## src/verilog/led_pkg.sv

```systemverilog
package led_pkg;
   // Clock rate and LED carrier timing.
   localparam int unsigned CLK_HZ           = 250_000_000;
   localparam int unsigned CARRIER_HZ       = 1_000;
   localparam int unsigned CARRIER_CYC      = CLK_HZ / CARRIER_HZ;
   localparam int unsigned DUTY_SINGLE_PCT  = 90;
   localparam int unsigned DUTY_DUAL_PCT    = 92;
   localparam int unsigned SINGLE_HIGH_CYC  = CARRIER_CYC * DUTY_SINGLE_PCT / 100;
   localparam int unsigned DUAL_HIGH_CYC    = CARRIER_CYC * DUTY_DUAL_PCT / 100;
   // Blink intervals in milliseconds, counted in carrier periods.
   localparam int unsigned SLOW_ON_MS       = 1000;
   localparam int unsigned SLOW_OFF_MS      = 200;
   localparam int unsigned FAST_ON_MS       = 400;
   localparam int unsigned FAST_OFF_MS      = 100;
   localparam int unsigned ERR_ON_MS        = 500;
   localparam int unsigned ERR_OFF_MS       = 500;
   localparam int unsigned MS_PER_PERIOD    = 1000 / CARRIER_HZ;
   localparam int unsigned SLOW_ON_PER      = SLOW_ON_MS / MS_PER_PERIOD;
   localparam int unsigned SLOW_OFF_PER     = SLOW_OFF_MS / MS_PER_PERIOD;
   localparam int unsigned FAST_ON_PER      = FAST_ON_MS / MS_PER_PERIOD;
   localparam int unsigned FAST_OFF_PER     = FAST_OFF_MS / MS_PER_PERIOD;
   localparam int unsigned ERR_ON_PER       = ERR_ON_MS / MS_PER_PERIOD;
   localparam int unsigned ERR_OFF_PER      = ERR_OFF_MS / MS_PER_PERIOD;

   // Displayed pattern, one-hot.
   typedef enum logic [5:0] {
      SHOW_OFF       = 6'b00_0001,
      SHOW_SLOW_GRN  = 6'b00_0010,
      SHOW_FAST_GRN  = 6'b00_0100,
      SHOW_GREEN     = 6'b00_1000,
      SHOW_AMBER_BLK = 6'b01_0000,
      SHOW_RED       = 6'b10_0000
   } show_e;

   // Colour at the pins.
   typedef enum logic [1:0] {
      COL_OFF    = 2'h0,
      COL_GREEN  = 2'h1,
      COL_RED    = 2'h2,
      COL_YELLOW = 2'h3
   } colour_e;
endpackage : led_pkg

```

## src/verilog/led_pwm.sv

```systemverilog
`timescale 1ns/1ps
`default_nettype none
// Free-running carrier counter with two duty comparisons.
module led_pwm
   import led_pkg::*;
#(
   parameter int unsigned PERIOD  = CARRIER_CYC,
   parameter int unsigned HIGH_A  = SINGLE_HIGH_CYC,
   parameter int unsigned HIGH_B  = DUAL_HIGH_CYC
) (
   input  wire logic clk,
   input  wire logic rst,
   output logic      phase_a,
   output logic      phase_b,
   output logic      wrap
);
   localparam int W = $clog2(PERIOD);
   logic [W-1:0] cnt;
   logic [W-1:0] next_cnt;

   initial begin
      if (PERIOD < 2 || HIGH_A >= PERIOD || HIGH_B >= PERIOD || HIGH_A == 0 || HIGH_B == 0) begin
         $error("led_pwm: duty thresholds must lie inside the period");
      end
   end

   // Count one carrier period and wrap.
   always_comb begin
      next_cnt = (cnt == W'(PERIOD - 1)) ? '0 : cnt + W'(1);
   end

   // Restart from zero on reset.
   always_ff @(posedge clk) begin
      if (rst) begin
         cnt <= '0;
      end else begin
         cnt <= next_cnt;
      end
   end

   // High phase while below the threshold.
   assign phase_a = (cnt < W'(HIGH_A));
   assign phase_b = (cnt < W'(HIGH_B));
   assign wrap    = (cnt == W'(PERIOD - 1));
endmodule : led_pwm
`default_nettype wire

```

## src/verilog/charger_led_driver.sv

```systemverilog
`timescale 1ns/1ps
`default_nettype none
// Contract
// Green: minus line held low, plus line 1 kHz at 90 percent.
// Red: minus line 1 kHz at 90 percent, plus line held low.
// Yellow: plus line 1 kHz at 92 percent, minus line its inverse.
// Charging blinks green 1 s/0.2 s at low charge, 0.4 s/0.1 s at high.
// No mains off, complete solid green, error amber 0.5/0.5 s, fault solid red.
// Inhibit tied to battery positive unless charge output may be active.
// Inhibit stays tied to battery positive in fault, even with mains.
// AC relay energised while mains voltage is in range, else released.
// Carrier, duty and blink timing counted from the clock, restarted on reset.
module charger_led_driver
   import led_pkg::*;
#(
   parameter int unsigned CARRIER_PERIOD = CARRIER_CYC
) (
   input  wire logic MCLK,
   input  wire logic SYS_RST,
   input  wire logic AC_IN_RANGE,
   input  wire logic CHARGING,
   input  wire logic HIGH_SOC,
   input  wire logic CHARGE_DONE,
   input  wire logic ERROR,
   input  wire logic FAULT,
   output logic      LED_PLUS,
   output logic      LED_MINUS,
   output logic      VEHICLE_INHIBIT_OUTPUT,
   output logic      AC_RELAY
);
   localparam int BW = $clog2(SLOW_ON_PER + SLOW_OFF_PER + 1);
   localparam int unsigned HIGH_SINGLE = CARRIER_PERIOD * DUTY_SINGLE_PCT / 100;
   localparam int unsigned HIGH_DUAL   = CARRIER_PERIOD * DUTY_DUAL_PCT / 100;

   // Below 100 cycles a carrier cannot hold whole-percent duties with a low phase.
   initial begin
      if (CARRIER_PERIOD < 100) begin
         $error("charger_led_driver: carrier period must be at least 100 cycles");
      end
   end

   ////////////////////////////////////////////////////////////////////////////
   // Input synchronisers.
   logic [5:0] sync1;
   logic [5:0] sync2;

   // Two flops per status pin before any logic looks at it.
   always_ff @(posedge MCLK) begin
      if (SYS_RST) begin
         sync1 <= 6'h00;
         sync2 <= 6'h00;
      end else begin
         sync1 <= {FAULT, ERROR, CHARGE_DONE, HIGH_SOC, CHARGING, AC_IN_RANGE};
         sync2 <= sync1;
      end
   end

   logic ac_ok;
   logic chg;
   logic soc_hi;
   logic done;
   logic err;
   logic flt;
   assign {flt, err, done, soc_hi, chg, ac_ok} = sync2;

   ////////////////////////////////////////////////////////////////////////////
   // Carrier.
   logic ph90;
   logic ph92;
   logic wrap;

   led_pwm #(
      .PERIOD (CARRIER_PERIOD),
      .HIGH_A (HIGH_SINGLE),
      .HIGH_B (HIGH_DUAL)
   ) u_pwm (
      .clk     (MCLK),
      .rst     (SYS_RST),
      .phase_a (ph90),
      .phase_b (ph92),
      .wrap    (wrap)
   );

   ////////////////////////////////////////////////////////////////////////////
   // Status selection, mains first, then fault.
   show_e show;
   show_e next_show;

   // Pick the pattern; fault beats error, error beats charging.
   always_comb begin
      if (!ac_ok) begin
         next_show = SHOW_OFF;
      end else if (flt) begin
         next_show = SHOW_RED;
      end else if (err) begin
         next_show = SHOW_AMBER_BLK;
      end else if (chg) begin
         next_show = soc_hi ? SHOW_FAST_GRN : SHOW_SLOW_GRN;
      end else if (done) begin
         next_show = SHOW_GREEN;
      end else begin
         next_show = SHOW_OFF;
      end
   end

   ////////////////////////////////////////////////////////////////////////////
   // Blink timing in carrier periods.
   logic [BW-1:0] bcnt;
   logic [BW-1:0] next_bcnt;
   logic [BW-1:0] on_len;
   logic [BW-1:0] off_len;
   logic          lit;

   // On and off lengths for the current pattern.
   always_comb begin
      case (show)
         SHOW_SLOW_GRN: begin
            on_len  = BW'(SLOW_ON_PER);
            off_len = BW'(SLOW_OFF_PER);
         end
         SHOW_FAST_GRN: begin
            on_len  = BW'(FAST_ON_PER);
            off_len = BW'(FAST_OFF_PER);
         end
         SHOW_AMBER_BLK: begin
            on_len  = BW'(ERR_ON_PER);
            off_len = BW'(ERR_OFF_PER);
         end
         default: begin
            on_len  = BW'(1);
            off_len = '0;
         end
      endcase
   end

   // Restart the blink cycle on a pattern change, advance once per carrier.
   always_comb begin
      if (next_show != show) begin
         next_bcnt = '0;
      end else if (!wrap) begin
         next_bcnt = bcnt;
      end else if (bcnt >= on_len + off_len - BW'(1)) begin
         next_bcnt = '0;
      end else begin
         next_bcnt = bcnt + BW'(1);
      end
   end

   // Steady patterns stay lit; blinking ones light for the on part.
   assign lit = (off_len == '0) || (bcnt < on_len);

   always_ff @(posedge MCLK) begin
      if (SYS_RST) begin
         show <= SHOW_OFF;
         bcnt <= '0;
      end else begin
         show <= next_show;
         bcnt <= next_bcnt;
      end
   end

   ////////////////////////////////////////////////////////////////////////////
   // Colour and pin drive.
   colour_e colour;
   logic    next_plus;
   logic    next_minus;
   logic    next_inhibit;
   logic    next_relay;

   // Map pattern to a colour, dark during the off part of a blink.
   always_comb begin
      case (show)
         SHOW_SLOW_GRN,
         SHOW_FAST_GRN,
         SHOW_GREEN:     colour = lit ? COL_GREEN : COL_OFF;
         SHOW_AMBER_BLK: colour = lit ? COL_YELLOW : COL_OFF;
         SHOW_RED:       colour = COL_RED;
         default:        colour = COL_OFF;
      endcase
   end

   // Drive the two lines and the interlocks.
   always_comb begin
      case (colour)
         COL_GREEN: begin
            next_plus  = ph90;
            next_minus = 1'b0;
         end
         COL_RED: begin
            next_plus  = 1'b0;
            next_minus = ph90;
         end
         COL_YELLOW: begin
            next_plus  = ph92;
            next_minus = ~ph92;
         end
         default: begin
            next_plus  = 1'b0;
            next_minus = 1'b0;
         end
      endcase
      next_inhibit = !(ac_ok && chg && !flt);
      next_relay   = ac_ok;
   end

   always_ff @(posedge MCLK) begin
      if (SYS_RST) begin
         LED_PLUS               <= 1'b0;
         LED_MINUS              <= 1'b0;
         VEHICLE_INHIBIT_OUTPUT <= 1'b1;
         AC_RELAY               <= 1'b0;
      end else begin
         LED_PLUS               <= next_plus;
         LED_MINUS              <= next_minus;
         VEHICLE_INHIBIT_OUTPUT <= next_inhibit;
         AC_RELAY               <= next_relay;
      end
   end
endmodule : charger_led_driver
`default_nettype wire

```

## config.mk

```make
export PLATFORM = sky130hd
export DESIGN_NAME = charger_led_driver
export DESIGN_NICKNAME = d
export VERILOG_FILES = /design/src/verilog/led_pkg.sv /design/src/verilog/led_pwm.sv /design/src/verilog/charger_led_driver.sv
export SDC_FILE = /design/constraint.sdc
export NUM_CORES = 1
export LEC_CHECK = 0
export BUFFER_PORTS_ARGS = -buffer_cell sky130_fd_sc_hd__buf_4
export CORE_ASPECT_RATIO = 1.5
export CORE_UTILIZATION = 30
export DETAILED_ROUTE_END_ITERATION = 12
export PLACE_DENSITY = 0.48
export SYNTH_ARGS = -nofsm -noshare
export SYNTH_HDL_FRONTEND = slang
export SYNTH_SLANG_ARGS = --single-unit
```

## constraint.sdc

```tcl
create_clock -name MCLK -period 3.7 [get_ports MCLK]
set_clock_uncertainty 0.1 [all_clocks]
set_input_delay 0.185 -clock MCLK [delete_from_list [all_inputs] [get_ports MCLK]]
set_output_delay 0.185 -clock MCLK [all_outputs]
set_load 0.03 [all_outputs]
```

==> results.txt, run 1 <==
Final Hold Fails: 0
top post-synthesis cells by area: dfxtp_1 37%, ha_1 12%, xor2_1 6.9%
clk_lat worst skew: 0.30 ns
hold path depth: 2
global-route usage over all layers: 12.92%
Relative slew margins: 47.79%
total wire length: 5771 um
final instance area: 0.003236 sq mm
Initial Util: 31.25%
Hold Path Class: input pin to register
EDFF count, synth: 0
Antenna diodes: 0
placed cell area: 0.002998 sq mm
reg-to-reg setup timing slack: 0.20 ns
outcome: completed
vias in the first global route: 2121
crit path max fanout: 9
Yosys warnings: 0
CTS Root Cell: clkbuf_16
initial drt markers: 99
final setup fails: 0
Util after Layout: 36.22%
Async SR Flop Fraction: 0%
# nets final: 367
Hold WS: 0.008508 ns
maxcap violations: 0
worst slack, placed: 0.04060 ns
Clock Sink Count: 51
Synth Instances: 315
crit path DAT: 3.63 ns
Routed wire per std cell: 13.00 um
Final period util: 94.46%
VDD IR max: 0.1600 mV
chip width: 80.76 um
post-DP HPWL: 4357 um
die area: 0.009703 sq mm
Layout area overhead: 15.91%
number of core rows: 42
initial antenna violation count: 0
FF-to-FF path depth: 14
final worst slack: 0.2048 ns
Routed Antenna Nets: 0
RSZ-0062 raised after global routing: false
Total Power: 1.087 mW
drt first pass iters: 4
# fillers: 948
Synthesized Nets: 349
core area: 0.008934 sq mm
PwrDens: 336.1 mW/mm^2
register area share after synthesis: 36.58%
Yosys top cell area share: 36.58%
Final Max Tran Viols: 0
Port Buffer Count: 11
CTS tree: yes
Crit Path Category: register to register
hold endpoint: sync1[2]
Boundary Pins: 12
area leader, netlist: dfxtp_1
maximum clock frequency: 0.2861 GHz
CTS max path bufs: 2
Fin Setup TNS: 0 ns
dpl cells: 431
Die H: 120.1 um
vias per inst: 4.919
#FFs+latches synth: 51
FF-to-FF End: bcnt[9]
final std cells w/o fill: 444
crit end category: register
Reg-to-Reg Start: show[0]
post-synth cell types: 50
post-CTS setup buffer count: 0
cts bufs inserted: 5
largest net degree at the start of global routing: 21
Hold Startpoint: HIGH_SOC
Startpoint Class: register
Netlist Area Pre-Place: 0.002791 sq mm
Slew @ Worst Pin: 0.7773 ns
required time of the worst setup path: 3.83 ns
Clock transition at path regs: 0.07 ns
drc violations: 0
Avg Cell Area, Syn: 8.862 sq um
htree depth: 2
P_leak: 1.283 nW
routability cong.: 0.7570
global-route wire length before repair: 9535 um
DR vias: 2184
Period minus WS final: 3.495 ns
gr ovfl total: 0
share of cells above drive strength 1: 12.28%
Most used DFF post-synth: dfxtp_1
==> worst max-delay path by stage <==
stage | startpoint | end | slack (ns)
3_3_place_gp | show[0] | bcnt[9] | 0.13
6_report | show[0] | bcnt[9] | 0.20
2_1_floorplan | show[0] | bcnt[1] | 0.32
4_1_cts | show[0] | bcnt[9] | 0.01
5_1_grt | show[0] | bcnt[0] | 0.004
3_5_place_dp | show[0] | bcnt[2] | 0.04
==> cells in the mapped netlist (2+ instances only) <==
| master | instances |
|---|---|
| o21ai_0 | 9 |
| a211o_1 | 2 |
| a211oi_1 | 4 |
| or3_1 | 5 |
| and4_1 | 2 |
| mux2i_1 | 3 |
| nand4_1 | 12 |
| inv_1 | 7 |
| nand3_1 | 10 |
| buf_6 | 2 |
| and3_1 | 7 |
| or2_2 | 2 |
| dfxtp_1 | 51 |
| nor4_1 | 2 |
| nand3b_1 | 3 |
| a31o_2 | 2 |
| or4b_2 | 2 |
| a21o_1 | 2 |
| nor2_1 | 35 |
| nor3_1 | 10 |
| xor2_1 | 22 |
| buf_2 | 2 |
| o41ai_1 | 2 |
| nand2_1 | 24 |
| xnor2_1 | 8 |
| o31ai_1 | 2 |
| ha_1 | 26 |
| nand2b_1 | 3 |
| a21oi_1 | 13 |
| clkbuf_1 | 7 |
| nor2b_1 | 15 |
==> logic make-up after synthesis <==
logic type,synth area share [%]
AND/OR/NAND/NOR,28.19
XOR/XNOR,9.413
AO/OA/AOI/OAI,9.772
buffers and inverters,3.317
adder cells (fa/ha/maj),11.65
flip-flops,36.58
multiplexers,1.076
==> sequential cells by signal (all words and copies together), names as in the netlist <==
register                cells
u_pwm.cnt                  18
bcnt                       11
show                        6
sync1                       6
sync2                       6
AC_RELAY                    1
LED_MINUS                   1
LED_PLUS                    1
VEHICLE_INHIBIT_OUTPUT      1
==> report_power, final <==
part | internal (mW) | switching (mW) | total [mW]
Clock | 0.270 | 0.211 | 0.481
Combinational | 0.0212 | 0.0196 | 0.0408
Sequential | 0.558 | 0.00681 | 0.565
Total | 0.850 | 0.237 | 1.09
==> critical path, stage by stage (launching register included) <==
cell and delay (ns):
dfxtp_1 0.35, or3_4 0.42, or4b_2 0.67, buf_4 0.18, and2_1 0.23, o21ai_0 0.14, a211oi_2 0.07, nor2_1 0.13
ha_1 0.26, a21oi_1 0.15, o21ai_0 0.12, a21oi_2 0.16, nand2b_1 0.09, a31o_4 0.27, nor2_1 0.11
==> layer usage <==
layer / routed length [um] / global-route usage [%] / vias up
li1: - / - / 1147
met1: 2548 / 14.06 / 1019
met2: 2991 / 22.99 / 11
met3: 96 / 2.053 / 7
met4: 133 / 7.366 / 0
met5: 0 / 0 / -
==> timing repair <==
action | in CTS | in global routing
hold endpoints to repair | 5 | 0
endpoints found under the setup margin | 0 | 12
hold buffers | 5 | 0
gates resized for setup | 0 | 7
==> final cells by class <==
cell class	count	area, sq um	area share [%]
clock buffer	6	138.9	4.292
inverter	7	26.28	0.8121
sequential	51	1021	31.55
clock inverter	2	16.27	0.5027
tap	110	137.6	4.254
timing repair buffer	23	185.2	5.723
multi-input combinational	245	1710	52.86
==> layout by cell type, fill, tap and decap left out, types with 2 or more instances in the layout <==
| cell | instances |
|---|---|
| a211o_1 | 2 |
| a211oi_1 | 3 |
| a21o_1 | 2 |
| a21oi_1 | 12 |
| and2_1 | 2 |
| and3_1 | 7 |
| and4_1 | 2 |
| buf_4 | 18 |
| clkbuf_16 | 5 |
| dfxtp_1 | 51 |
| dlygate4sd3_1 | 5 |
| ha_1 | 26 |
| inv_1 | 7 |
| mux2i_1 | 3 |
| nand2_1 | 24 |
| nand2b_1 | 3 |
| nand3_1 | 10 |
| nand3b_1 | 3 |
| nand4_1 | 12 |
| nor2_1 | 35 |
| nor2b_1 | 15 |
| nor3_1 | 9 |
| nor3_2 | 2 |
| nor4_1 | 2 |
| o21ai_0 | 9 |
| o31ai_1 | 2 |
| o41ai_1 | 2 |
| or2_2 | 2 |
| or3_1 | 3 |
| or3_4 | 3 |
| or4b_2 | 2 |
| xnor2_1 | 8 |
| xor2_1 | 22 |
Power figures use the tool's default switching activity.
==> run 2, diff against run 1 <==
ABC_AREA = 1   (was unset)
CTS_CLUSTER_SIZE = 16   (was unset)
==> run 2 against run 1 <==
Net effect: sequential share of layout area shrank 3.0 points; synthesized cell count grew 47%; clock power grew 3%; critical endpoint is now bcnt[5]; area after synthesis grew 13%; setup slack gained 0.11 ns; total power grew 1.8%; cell area grew 10%.
==> results.txt, run 2 <==
Routed wire per std cell: 11.48 um
chip width: 85.59 um
Slew @ Worst Pin: 0.6298 ns
Period minus WS final: 3.390 ns
maximum clock frequency: 0.2950 GHz
Largest register FFs: 18
most frequent cells in the layout: 91 x nand2_1, 73 x inv_1, 59 x nor2_1
vias per inst: 4.608
placed cell area: 0.003352 sq mm
Initial Util: 31.02%
met3 WL post-DR: 143 um
Startpoint Class: register
global-route usage over all layers: 13.65%
Routed Antenna Nets: 0
P_leak: 1.621 nW
crit end category: register
met2 wire len: 3414 um
Boundary Pins: 12
maxcap violations: 0
Async SR Flop Fraction: 0%
Cell Int Power: 0.8366 mW
outcome: completed
Flop pwr share: 51.0%
vias in the first global route: 2677
Avg Cell Area, Syn: 6.806 sq um
Yosys top cell area share: 32.47%
Post-synth top cells: 91 x nand2_1, 73 x inv_1, 61 x nor2_1
CTS Root Cell: clkbuf_16
post-synthesis mux area share: 0%
Port Buffer Count: 11
Final period util: 91.61%
EDFF count, synth: 0
Yosys warnings: 0
Net Sw Frac: 24.46%
post-synth cell types: 29
final setup fails: 0
CTS max path bufs: 2
initial drt markers: 148
biggest regs: u_pwm.cnt: 18 flops, bcnt: 11 flops
Final Max Tran Viols: 0
Relative slew margins: 57.69%
reg-to-reg setup timing slack: 0.31 ns
clk_lat worst skew: 0.30 ns
gr ovfl total: 0
Crit Path Category: register to register
P_sw: 0.2709 mW
largest reg by FF count: u_pwm.cnt
clock power share: 44.6%
die area: 0.01090 sq mm
number of core rows: 45
core area: 0.01013 sq mm
post-CTS setup buffer count: 0
Synthesized Nets: 496
Synth Area in Compound Gates: 4.298%
Layout area overhead: 13.57%
Fin Setup TNS: 0 ns
Synth Area in Simple Gates: 38.48%
Util after Layout: 35.23%
area leader, netlist: dfxtp_1
Hold WS: 0.1147 ns
#FFs+latches synth: 51
htree depth: 2
required time of the worst setup path: 3.79 ns
post-synthesis adder-cell area fraction: 10.35%
Die H: 127.4 um
final instance area: 0.003571 sq mm
Post-Route M1 WL: 3030 um
top post-synthesis cells by area: dfxtp_1 32%, nand2_1 11%, ha_1 10%
Most used DFF post-synth: dfxtp_1
Clock Sink Count: 51
initial antenna violation count: 0
drc violations: 0
crit path DAT: 3.48 ns
VDD IR max: 0.1717 mV
crit path max fanout: 8
commonest non-fill, non-tap cell in the layout: nand2_1
total wire length: 6885 um
cts bufs inserted: 5
top sig layer: met4
Comb pwr share: 4.4%
share of cells above drive strength 1: 12.22%
routability cong.: 0.8539
most frequent cell after synthesis: nand2_1
largest family of logic cells by synthesized area: simple AND/OR/NAND/NOR gates
Hold Path Class: input pin to register
xor-xnor portion of the synthesized cell area: 3.621%
# nets final: 516
Netlist Area Pre-Place: 0.003144 sq mm
Synth Instances: 462
Total Power: 1.107 mW
drt first pass iters: 4
post-DP HPWL: 5373 um
Antenna diodes: 0
Final Hold Fails: 0
largest net degree at the start of global routing: 22
RSZ-0062 raised after global routing: false
CTS tree: yes
global-route wire length before repair: 11790 um
register area share after synthesis: 32.47%
Clock transition at path regs: 0.08 ns
DR vias: 2765
# fillers: 1114
PwrDens: 310.1 mW/mm^2
## run 2: logic make-up after synthesis
group / count (synthesis)
AOI/OAI and AO/OA: 27
xor gates and xnor gates: 13
adders and majority gates: 26
buffers and inverters: 86
DFF: 51
and+or+nand+nor: 259
## run 2: through the flow
step | worst slack (ns) | cells
after floorplan | 0.4402 | 462
after global placement | 0.3273 | 586
after detailed placement | 0.2704 | 586
after CTS | 0.2438 | 600
after global routing | 0.008758 | 600
final | 0.3103 | 600
## run 2: layout make-up
type | count | area (sq um) | share of cell area (%)
clock buffer | 5 | 125.1 | 3.504
clock inverter | 3 | 28.78 | 0.8059
inverter | 80 | 302.8 | 8.479
multi-input combinational | 325 | 1789 | 50.11
sequential | 51 | 1021 | 28.59
tap | 117 | 146.4 | 4.100
timing repair buffer | 19 | 157.7 | 4.415
## run 2: final timing paths
kind                            startpoint        to  cells past startpoint
worst max-delay path               show[4]   bcnt[5]                     24
worst min-delay path               SYS_RST   show[5]                      2
worst max register to register     show[4]   bcnt[5]                     24
worst min register to register    sync1[3]  sync2[3]                      2
## run 2: power groups by stage
stage,combinational [mW],clock [mW],sequential (mW)
2_1_floorplan,0.0325,0,0.576
3_5_place_dp,0.0447,0,0.578
5_1_grt,0.0555,0.530,0.566
6_report,0.0487,0.494,0.565
3_3_place_gp,0.0441,0,0.578
4_1_cts,0.0498,0.505,0.565
## run 2: critical path: stages (launching register included)
cell and delay (ns):
dfxtp_1 0.36, nor2_1 0.22, nand4_1 0.16, nand2_1 0.12, inv_1 0.08, ha_1 0.27
inv_1 0.05, ha_1 0.30, inv_1 0.09, nor2_1 0.04, nor3_1 0.17, nand3_1 0.09
nand2_1 0.07, inv_1 0.04, ha_1 0.28, nand2_1 0.08, nor2_2 0.13, and2_1 0.13
nand2_1 0.04, nand2_1 0.07, nor2_2 0.05, nor2_2 0.12, nor2_4 0.06, inv_4 0.12
nor2_2 0.05
## run 2: repair_timing
item,4_1_cts,5_1_grt
endpoints found under the hold margin,6,0
resized for setup,0,2
setup endpoints to repair,0,8
hold buffers,6,0
## run 2: routing by layer
layer / vias up / track usage, %
met1: 1219 / 15.02
li1: 1496 / -
met3: 16 / 2.132
met5: - / 0
met2: 34 / 24.56
met4: 0 / 7.843
==> run 3, diff against run 2 <==
SYNTH_HIERARCHICAL = 1   (was unset)
==> run 3 against run 2 <==
Net effect: non-clock buffer count is 1 lower; register-to-register slack gained 0.06 ns; core utilization up 0.26 points; clock-buffer cell count unchanged; fmax up 1.9%.
==> results.txt, run 3 <==
outcome: completed
P_sw: 0.2690 mW
post-synth cell types: 31
initial drt markers: 82
most used cell, CP: nand2_1
Final Hold Fails: 0
# nets final: 486
Post-synth top cells: 80 x nand2_1, 71 x nor2_1, 60 x inv_1
required time of the worst setup path: 3.79 ns
Antenna diodes: 0
Final Max Tran Viols: 0
final instance area: 0.003478 sq mm
Max stage delay cell, worst path: nor2_1
crit path DAT: 3.42 ns
initial antenna violation count: 0
biggest regs: u_pwm/cnt: 18 flops, bcnt: 11 flops
drc violations: 0
share of cells above drive strength 1: 11.04%
clk_lat worst skew: 0.30 ns
largest net degree at the start of global routing: 24
CP bufs+invs: 3
most frequent cell after synthesis: nand2_1
core area: 0.009799 sq mm
gr ovfl total: 0
Die H: 125.8 um
maximum clock frequency: 0.3006 GHz
#FFs+latches synth: 51
drt first pass iters: 4
Largest register FFs: 18
Synthesized Nets: 466
top post-synthesis cells by area: dfxtp_1 33%, ha_1 11%, nand2_1 9.8%
routability cong.: 0.8087
PwrDens: 317.8 mW/mm^2
cell-by-cell listing of the critical path: nor2_1, nand3_2, nand2_1, inv_1, ha_1, inv_1, ha_1, nand2_1, nand2_1, o21ai_1, nand2_1, ha_1, nand2_1, inv_1, nand3_1, nor3_1, o21ai_0, nand2_1, nand2_1, nand2_4, nor2_1
maxcap violations: 0
Synth Instances: 432
Hold Path Class: input pin to register
Yosys warnings: 6
Period minus WS final: 3.327 ns
family with the most delay on the worst path: simple AND/OR/NAND/NOR gates
global-route usage over all layers: 13.34%
post-DP HPWL: 5265 um
Layout area overhead: 13.47%
CP peak stage delay: 0.35 ns
cts bufs inserted: 5
chip width: 84.54 um
DR vias: 2620
Most used DFF post-synth: dfxtp_1
crit end category: register
Port Buffer Count: 11
Relative slew margins: 70.77%
largest reg by FF count: u_pwm/cnt
Final period util: 89.91%
Crit Path Category: register to register
crit path max fanout: 10
placed cell area: 0.003264 sq mm
EDFF count, synth: 0
Flop pwr share: 51.0%
Cell Int Power: 0.8364 mW
Fin Setup TNS: 0 ns
Net Sw Frac: 24.34%
RSZ-0062 raised after global routing: false
Slew @ Worst Pin: 0.4351 ns
Initial Util: 31.28%
clock power share: 44.7%
Clock Sink Count: 51
number of core rows: 44
CTS tree: yes
area leader, netlist: dfxtp_1
VDD IR max: 0.3172 mV
Async SR Flop Fraction: 0%
CTS Root Cell: clkbuf_16
commonest non-fill, non-tap cell in the layout: nand2_1
register area share after synthesis: 33.31%
Resized Gates After CTS: 0
Routed Antenna Nets: 0
final setup fails: 0
Startpoint Class: register
die area: 0.01063 sq mm
Netlist Area Pre-Place: 0.003065 sq mm
Boundary Pins: 12
vias in the first global route: 2509
htree depth: 2
Avg Cell Area, Syn: 7.096 sq um
Comb pwr share: 4.2%
P_leak: 1.509 nW
vias per inst: 4.613
Routed wire per std cell: 11.69 um
Yosys top cell area share: 33.31%
CTS max path bufs: 2
most frequent cells in the layout: 80 x nand2_1, 71 x nor2_1, 60 x inv_1
Clock transition at path regs: 0.08 ns
total wire length: 6641 um
global-route wire length before repair: 11220 um
-- run 3: worst register-to-register path, stage by stage, from the launching register on --
cell	delay (ns)
dfxtp_1	0.33
nor2_1	0.35
nand3_2	0.22
nand2_1	0.14
inv_1	0.08
ha_1	0.27
inv_1	0.05
ha_1	0.33
nand2_1	0.08
nand2_1	0.04
o21ai_1	0.07
nand2_1	0.07
ha_1	0.29
nand2_1	0.06
inv_1	0.08
nand3_1	0.07
nor3_1	0.12
o21ai_0	0.13
nand2_1	0.08
nand2_1	0.08
nand2_4	0.13
nor2_1	0.05
-- run 3: repair_timing --
item,in CTS,in global routing
setup buffers,0,0
hold endpoints to repair,6,0
hold buffers,6,0
-- run 3: power by group through the flow --
| stage | Sequential [mW] | Clock, mW | Combinational, mW |
|---|---|---|---|
| 2_1_floorplan | 0.577 | 0 | 0.0297 |
| 3_3_place_gp | 0.577 | 0 | 0.0423 |
| 3_5_place_dp | 0.577 | 0 | 0.0432 |
| 4_1_cts | 0.564 | 0.507 | 0.0482 |
| 5_1_grt | 0.565 | 0.535 | 0.0535 |
| 6_report | 0.564 | 0.494 | 0.0468 |
-- run 3: metrics by stage --
| stage | power (mW) | instances | util, % | hold WS, ns | setup WS, ns |
|---|---|---|---|---|---|
| after floorplan | 0.6064 | 432 | - | 0.1920 | 0.6860 |
| after global placement | 0.6194 | 554 | 33.31 | 0.2849 | 0.4884 |
| after detailed placement | 0.6206 | 554 | 33.31 | 0.2928 | 0.3751 |
| after CTS | 1.120 | 568 | 35.50 | 0.1195 | 0.3499 |
| after global routing | 1.154 | 568 | 35.50 | 0.1251 | 0.05676 |
| final | 1.105 | 568 | 35.50 | 0.1157 | 0.3733 |
-- run 3: worst paths after layout --
path	cells after the start	to	slack, ns	startpoint
min reg2reg	2	sync2[3]	0.30	sync1[3]
min	2	sync1[5]	0.12	SYS_RST
max	21	bcnt[2]	0.37	show[1]
max reg2reg	21	bcnt[2]	0.37	show[1]
-- run 3: area by class of cell --
| class | instances | area [sq um] |
|---|---|---|
| clock buffer | 5 | 125.1 |
| clock inverter | 3 | 28.78 |
| fill | 1085 | 6321 |
| tap | 115 | 143.9 |
| sequential | 51 | 1021 |
| inverter | 63 | 236.5 |
| multi-input combinational | 313 | 1773 |
| timing repair buffer | 18 | 150.1 |
-- run 3: cells by family after synthesis --
kind of cell	Yosys count	share of synthesized area, %
xor gates and xnor gates	21	6.000
AOI/OAI and AO/OA	27	4.694
and+or+nand+nor	239	36.53
adders and majority gates	26	10.61
buffers and inverters	68	8.857
DFF	51	33.31
-- run 3: layer usage --
metal	wire length (um)	track usage, %
met5	0	0
met4	212	6.879
met3	87	2.228
met2	3443	25.20
met1	2898	13.92
